### src/core/pin_cfg_pkg.sv
`default_nettype none
package pin_cfg_pkg;
  // ********************************************************
  // Register map
  // ********************************************************
  localparam logic [7:0] PIN_FUNCTION_CONFIG_ADDR = 8'h06;
  localparam logic [15:0] PIN_FUNCTION_CONFIG_RST = 16'h0800;
  localparam int AUX_OUTPUT_ENABLE_BIT = 13;
  localparam int EXT_MUX_CONTROL_BIT = 12;
  localparam int SYNC_ENABLE_BIT = 11;
  localparam int ERR_MODE_HI_BIT = 10;
  localparam int ERR_MODE_LO_BIT = 9;
  localparam int ERROR_PIN_LEVEL_BIT = 8;
  localparam logic [15:0] WRITE_MASK = 16'h2F00;
  // ********************************************************
  // Error pin modes and sequencing limits
  // ********************************************************
  localparam logic [1:0] ERR_MODE_OFF = 2'h0;
  localparam logic [1:0] ERR_MODE_OUT_OD = 2'h1;
  localparam logic [1:0] ERR_MODE_IN = 2'h2;
  localparam logic [1:0] ERR_MODE_GPO = 2'h3;
  localparam int MUX_CHANNELS = 16;
  localparam int TOTAL_CHANNELS = 128;
  localparam logic [15:0] SETTLE_DELAY_RST = 16'h0000;
  typedef enum logic [1:0] {ST_IDLE, ST_SETTLE, ST_WAIT_SYNC, ST_CONVERT}
    seq_state_t;
endpackage
`default_nettype wire

### src/core/sync_gate.sv
`default_nettype none
// Decides when a conversion may begin after a channel switch.
module sync_gate
  import pin_cfg_pkg::*;
(
  // Clock and reset
  input wire logic clk,
  input wire logic rst_n,
  // Control
  input wire logic alt_mode,
  input wire logic switch_due,
  input wire logic sync_level,
  // Result
  output logic start_ff
);
  typedef struct packed {
    logic pending;
    logic start;
  } gate_t;
  gate_t cur_ff, nxt_cur;
  always_comb begin
    nxt_cur = cur_ff;
    nxt_cur.start = 1'b0;
    if (switch_due || cur_ff.pending) begin
      // RULE_07 hold while low
      if (alt_mode && !sync_level) begin
        nxt_cur.pending = 1'b1;
      end else begin
        // RULE_08 start on high
        nxt_cur.pending = 1'b0;
        nxt_cur.start = 1'b1;
      end
    end
  end
  always_ff @(posedge clk) begin
    if (!rst_n) begin
      cur_ff <= '0;
    end else begin
      cur_ff <= nxt_cur;
    end
  end
  assign start_ff = cur_ff.start;
endmodule
`default_nettype wire

### src/core/pin_function_ctrl.sv
// Operation
// RULE_01 - Auxiliary outputs driven only while bit 13 is one.
// RULE_02 - Bit 12 drives four pins as mux select following sequencer; here bit 12 is outside WRITE_MASK and stays zero.
// RULE_03 - Analog pair stays per channel; sixteen channels sequenced per pass.
// RULE_04 - Host reselects the input pair after each sixteen channel pass.
// RULE_05 - Programmable settling delay after every channel switch.
// RULE_06 - Sync enabled and pin low holds converter and filter in reset.
// RULE_07 - Alternate sync: low pin at switch time blocks next conversion.
// RULE_08 - Alternate sync: raising the pin starts the pending conversion.
// RULE_09 - Two-bit error pin mode at bits 10:9, reset zero.
// RULE_10 - Mode 10: active-low input, ORed into error flag, level readable.
// RULE_11 - Mode 11: error pin is output driven from the level bit.
`default_nettype none
module pin_function_ctrl
  import pin_cfg_pkg::*;
(
  // Clock and reset
  input wire logic clk,
  input wire logic rst_n,
  // Register port
  input wire logic reg_wr,
  input wire logic reg_rd,
  input wire logic [7:0] reg_addr,
  input wire logic [15:0] reg_wdata,
  output logic [15:0] reg_rdata,
  // Sequencer side
  input wire logic seq_step,
  input wire logic [3:0] seq_channel,
  input wire logic multi_channel,
  input wire logic alternate_sync_select,
  input wire logic [15:0] settle_delay,
  input wire logic other_error,
  // Pins
  input wire logic sync_n,
  input wire logic error_pin_in,
  output logic error_pin_out,
  output logic error_pin_oe,
  output logic gp_pin_a,
  output logic gp_pin_a_oe,
  output logic gp_pin_b,
  output logic gp_pin_b_oe,
  output logic aux_out_a,
  output logic aux_out_b,
  output logic aux_out_oe,
  // Converter control
  output logic conv_reset,
  output logic conv_start,
  output logic adc_error
);
  // ********************************************************
  // State
  // ********************************************************
  typedef struct packed {
    logic [15:0] cfg;
    logic [15:0] rdata;
    seq_state_t st;
    logic [15:0] cnt;
    logic [3:0] sel;
    logic [3:0] mux_pins;
    logic mux_oe;
    logic aux_oe;
    logic conv_reset;
    logic conv_start;
    logic err_out;
    logic err_oe;
    logic adc_error;
  } ctrl_t;
  ctrl_t cur_ff, nxt_cur;
  // ********************************************************
  // Helpers
  // ********************************************************
  // True for a strobe aimed at the one register of this block.
  function automatic logic cfg_hit(input logic strobe,
    input logic [7:0] addr);
    return strobe && addr == PIN_FUNCTION_CONFIG_ADDR;
  endfunction
  // Read-only and reserved bits keep their value whatever is written.
  function automatic logic [15:0] merge_write(input logic [15:0] cfg,
    input logic [15:0] wdata);
    return (wdata & WRITE_MASK) | (cfg & ~WRITE_MASK);
  endfunction
  // Select lines are held low while the mux function is off, so a
  // released pin never carries stale channel bits.
  function automatic logic [3:0] mux_select(input logic [15:0] cfg,
    input logic [3:0] sel);
    return cfg[EXT_MUX_CONTROL_BIT] ? sel : 4'h0;
  endfunction
  logic gate_start;
  logic [1:0] err_mode;
  logic sync_on;
  assign err_mode = cur_ff.cfg[ERR_MODE_HI_BIT:ERR_MODE_LO_BIT];
  assign sync_on = cur_ff.cfg[SYNC_ENABLE_BIT];
  // ********************************************************
  // Start gate
  // ********************************************************
  sync_gate u_gate (
    .clk(clk),
    .rst_n(rst_n),
    .alt_mode(alternate_sync_select && multi_channel && sync_on),
    .switch_due(cur_ff.st == ST_SETTLE && cur_ff.cnt == 16'h0000),
    .sync_level(sync_n),
    .start_ff(gate_start)
  );
  // ********************************************************
  // Next state
  // ********************************************************
  always_comb begin
    nxt_cur = cur_ff;
    nxt_cur.conv_start = 1'b0;
    // ********************************************************
    // Register write and read port
    // ********************************************************
    if (cfg_hit(reg_wr, reg_addr)) begin
      // RULE_09 writable mode field
      nxt_cur.cfg = merge_write(cur_ff.cfg, reg_wdata);
    end
    // The pin wins over a write in the same cycle, so software never
    // reads back a level that the pin no longer shows.
    // RULE_10 level bit follows pin
    if (err_mode == ERR_MODE_IN) begin
      nxt_cur.cfg[ERROR_PIN_LEVEL_BIT] = error_pin_in;
    end
    if (cfg_hit(reg_rd, reg_addr)) begin
      nxt_cur.rdata = cur_ff.cfg;
    end else if (reg_rd) begin
      nxt_cur.rdata = 16'h0000;
    end
    // ********************************************************
    // Error pin
    // ********************************************************
    // RULE_10 inverted pin into flag
    nxt_cur.adc_error = other_error ||
      (err_mode == ERR_MODE_IN && !error_pin_in);
    unique case (err_mode)
      ERR_MODE_OFF, ERR_MODE_IN: begin
        nxt_cur.err_oe = 1'b0;
        nxt_cur.err_out = 1'b0;
      end
      ERR_MODE_OUT_OD: begin
        // An open-drain net only ever pulls low, so the data is zero.
        nxt_cur.err_oe = other_error;
        nxt_cur.err_out = 1'b0;
      end
      ERR_MODE_GPO: begin
        // RULE_11 general output
        nxt_cur.err_oe = 1'b1;
        nxt_cur.err_out = cur_ff.cfg[ERROR_PIN_LEVEL_BIT];
      end
    endcase
    // ********************************************************
    // Auxiliary and multiplexer select pins
    // ********************************************************
    // RULE_01 aux enable
    nxt_cur.aux_oe = cur_ff.cfg[AUX_OUTPUT_ENABLE_BIT] ||
      cur_ff.cfg[EXT_MUX_CONTROL_BIT];
    // RULE_02 mux select drive
    nxt_cur.mux_oe = cur_ff.cfg[EXT_MUX_CONTROL_BIT];
    nxt_cur.mux_pins = mux_select(cur_ff.cfg, cur_ff.sel);
    // ********************************************************
    // Sync gating and channel sequencer
    // ********************************************************
    // Alternate mode keeps the filter running; the gate holds the
    // next start instead of resetting anything.
    // RULE_06 plain sync reset
    nxt_cur.conv_reset = sync_on && !sync_n &&
      !(alternate_sync_select && multi_channel);
    // A step that comes while a switch still settles or waits is dropped,
    // so the select lines never move under a pending conversion.
    unique case (cur_ff.st)
      ST_IDLE, ST_CONVERT: begin
        if (seq_step) begin
          // RULE_03 sixteen way select
          nxt_cur.sel = seq_channel;
          // RULE_05 settle delay
          nxt_cur.cnt = settle_delay;
          nxt_cur.st = ST_SETTLE;
        end
      end
      ST_SETTLE: begin
        if (cur_ff.cnt != 16'h0000) begin
          nxt_cur.cnt = cur_ff.cnt - 16'h0001;
        end else begin
          nxt_cur.st = ST_WAIT_SYNC;
        end
      end
      ST_WAIT_SYNC: begin
        if (gate_start) begin
          nxt_cur.conv_start = 1'b1;
          nxt_cur.st = ST_CONVERT;
        end
      end
    endcase
    if (nxt_cur.conv_reset) begin
      nxt_cur.conv_start = 1'b0;
    end
  end
  // ********************************************************
  // Registers
  // ********************************************************
  always_ff @(posedge clk) begin
    if (!rst_n) begin
      cur_ff <= '0;
      cur_ff.cfg <= PIN_FUNCTION_CONFIG_RST;
      cur_ff.st <= ST_IDLE;
    end else begin
      cur_ff <= nxt_cur;
    end
  end
  // ********************************************************
  // Outputs
  // ********************************************************
  assign reg_rdata = cur_ff.rdata;
  assign gp_pin_a = cur_ff.mux_pins[0];
  assign gp_pin_b = cur_ff.mux_pins[1];
  assign aux_out_a = cur_ff.mux_pins[2];
  assign aux_out_b = cur_ff.mux_pins[3];
  assign gp_pin_a_oe = cur_ff.mux_oe;
  assign gp_pin_b_oe = cur_ff.mux_oe;
  assign aux_out_oe = cur_ff.aux_oe;
  assign error_pin_out = cur_ff.err_out;
  assign error_pin_oe = cur_ff.err_oe;
  assign conv_reset = cur_ff.conv_reset;
  assign conv_start = cur_ff.conv_start;
  assign adc_error = cur_ff.adc_error;
endmodule
`default_nettype wire

### config.mk
export PLATFORM = sky130hd
export DESIGN_NAME = pin_function_ctrl
export DESIGN_NICKNAME = d
export VERILOG_FILES = /design/src/core/pin_cfg_pkg.sv /design/src/core/sync_gate.sv /design/src/core/pin_function_ctrl.sv
export SDC_FILE = /design/constraint.sdc
export NUM_CORES = 1
export LEC_CHECK = 0
export ABC_AREA = 1
export BUFFER_PORTS_ARGS = -buffer_cell sky130_fd_sc_hd__buf_2
export CAP_MARGIN = 15
export CORE_MARGIN = 2
export CORE_UTILIZATION = 45
export CTS_CLUSTER_SIZE = 40
export DETAILED_ROUTE_END_ITERATION = 12
export GPL_TIMING_DRIVEN = 1
export HOLD_SLACK_MARGIN = 0.06
export PLACE_DENSITY = 0.84
export SLEW_MARGIN = 5
export SYNTH_ARGS = -nofsm -noshare
export SYNTH_HDL_FRONTEND = slang
export SYNTH_SLANG_ARGS = --single-unit
### constraint.sdc
create_clock -name clk -period 1.8 [get_ports clk]
set_clock_uncertainty 0.2 [all_clocks]
set_input_delay 0.09 -clock clk [delete_from_list [all_inputs] [get_ports clk]]
set_output_delay 0.09 -clock clk [all_outputs]
set_load 0.005 [all_outputs]
==> flow_summary.ini <==
[logic_synthesis]
syn_inst = 376
yosysSeqAreaShare_pct = 32.2
ys_warn_count = 0
synth-main-ff-cell = dfxtp_1
postSynth.asyncResetShare_pct = 0
ys_ff_latch = 37
syn_area_sq_um = 2300
synth_edf_count = 0
syn_avg_cell_area_sq_um = 6.13
synth_cell_types = 28

[routing]
wl_per_cell_um = 11.1
via_per_inst = 4.64
via_count = 2479
drc = 0
detail_route.wirelength_mm = 5.93
firstDrtPassIters = 7
drt_iter0_drc = 99
ant_nets = 0

[power]
power_density_nw_per_um2 = 1380
power_frac_clock_pct = 17.3
sequentialPowerShare_pct = 25.9
power_switching_share_pct = 44.0
combPwrFrac_pct = 56.8
ir_worst_vdd_uv = 921
p_int_uw = 2410
p_switching_uw = 1890
p_leak_uw = 0.00160

[clock_network]
cts.sinks = 37
cts-htree-levels = 2
numCtsBuffers = 5
clockRootBuffer = clkbuf_8
clkLatencyLatePin_ps = 300
clk_pin_slew_ps = 80
cts_tree = done
clock_path_buffers = 2

[finish]
fillers = 439
mostFrequentLayoutCells = nand2_1, nor2_1, buf_2, inv_1, dlygate4sd3_1
drive_gt1_share_pct = 20.5
layout_commonest_cell = nand2_1
syn2layout_area_growth_pct = 35.0
num_antenna_cells = 0
nets = 520

[min_path]
min_from = reg_addr[2]
hold_path_class = in2reg

[critical_path]
critPathKind = in2reg
start_kind = primary input
cp_data_arrival_time_ps = 1770
endpoint_kind = flop
startpoint = rst_n
timing.rr.start = cur_ff[59]
crit_fanout = 30
critical_path_required_ps = 1840

[floorplan]
ios = 82
initial_core_util_pct = 46.0
rows = 26
fp.coreArea_sq_um = 5010
die-area_sq_um = 5710
die_w_um = 75.5
die_h_um = 75.5

[grt]
antenna_found_initial = 0
grt_overflow = 0
grt_max_degree = 31
grt_pass1_vias = 2282
grt_pass1_wl_mm = 9.23
gr-usage-all-layers_pct = 21.2

[outcome]
outcome = completed

[timing]
final-setup-viol-count = 0
finalHoldViolCount = 0
fin_crit_sh_pct = 96.2
fmax_mhz = 577
fin_setup_tns_ps = 0
setup_ws_ps = 67.6
slew_viol_final = 0
rsz0062_at_grt = yes
final.min_clock_period_ps = 1730

[place]
dp_hpwl_mm = 3.59
pre_cts_ws_ps = 70.6
io_buffer_count = 60
place.gp.congestion = 0.853

[job]
cap_violations = 0
-- per-layer routing --
metal | vias up | share of wire (%) | track usage [%]
met5 | - | 0 | 0
met4 | 0 | 1.3 | 8.58
met3 | 9 | 3.7 | 5.03
met2 | 55 | 53 | 38.5
met1 | 1109 | 42 | 23.8
li1 | 1306 | - | -
-- worst max-delay path, cell delays in order --
cell and delay (ps):
dlygate4sd3_1 530, buf_2 120, buf_6 240, o21ai_0 110, dlygate4sd3_1 580, nor2_1 100
-- final timing paths --
path,depth (start not counted),to,slack (ps)
min,5,reg_rdata[10],110
max reg2reg,8,cur_ff[57],70
max,6,cur_ff[58],70
min reg2reg,2,conv_start,270
-- synth_stat cells, types with 2 or more instances --
master | count | area share, %
nand3_1 | 23 | 5.0
a21oi_2 | 2 | 0.76
nand4_1 | 5 | 1.4
buf_2 | 2 | 0.43
nor2_1 | 79 | 13
a21oi_1 | 9 | 2.0
nand2_1 | 105 | 17
ha_1 | 3 | 1.6
o21ai_0 | 7 | 1.5
nor3_1 | 2 | 0.43
inv_1 | 50 | 8.1
clkbuf_1 | 4 | 0.65
a22oi_1 | 3 | 0.98
o22ai_1 | 6 | 1.6
buf_4 | 24 | 7.8
nor2_2 | 4 | 1.1
dfxtp_1 | 37 | 32
-- state kept, by name, summed over array words and instances, names as in the netlist --
name	cells
adc_error	1
aux_out_oe	1
conv_reset	1
conv_start	1
cur_ff	23
error_pin_oe	1
error_pin_out	1
reg_rdata	6
u_gate.cur_ff	1
u_gate.start_ff	1
-- what timing repair did --
item / in CTS / in global routing
endpoints found under the setup margin: 0 / 18
hold buffers: 36 / 0
buffers inserted: 0 / 1
endpoints found under the hold margin: 34 / 0
resized for setup: 0 / 10
-- metrics by stage --
| step | power, uW | hold WS (ps) | area [sq um] | utilization, % | std cells |
|---|---|---|---|---|---|
| after floorplan | 2820 | -37.6 | 2320 | - | 381 |
| after global placement | 3190 | 85.9 | 2560 | 51.1 | 488 |
| after detailed placement | 3260 | 89.3 | 2560 | 51.1 | 488 |
| after CTS | 4060 | 87.2 | 3040 | 60.6 | 532 |
| after global routing | 4730 | 168 | 3110 | 62.1 | 534 |
| final | 4300 | 111 | 3110 | 62.1 | 534 |
-- power groups by stage --
stage / sequential [uW] / combinational (uW) / clock, uW
after global placement: 1120 / 2080 / 0
final: 1110 / 2440 / 744
after CTS: 1100 / 2200 / 754
after global routing: 1140 / 2800 / 790
after detailed placement: 1120 / 2140 / 0
after floorplan: 1090 / 1730 / 0
-- cells by family (layout without fill, tap and decap cells) --
kind of cell | Yosys count | in the layout | synth area share (%)
flip-flops | 37 | 37 | 32.2
buffers and inverters | 81 | 164 | 17.7
other | 1 | 6 | 0.163
AO/OA/AOI/OAI | 30 | 30 | 7.88
XOR/XNOR | 1 | 1 | 0.380
AND/OR/NAND/NOR | 223 | 223 | 40.1
adder cells (fa/ha/maj) | 3 | 3 | 1.63
-- area by class of cell --
class / count / area [sq um] / share of cell area [%]
tap: 70 / 87.6 / 2.82
timing repair buffer: 106 / 769 / 24.7
inverter: 50 / 188 / 6.04
multi-input combinational: 263 / 1210 / 38.8
clock buffer: 5 / 68.8 / 2.21
clock inverter: 3 / 46.3 / 1.49
sequential: 37 / 743 / 23.9
No activity file was read; power rests on OpenSTA's default activity.
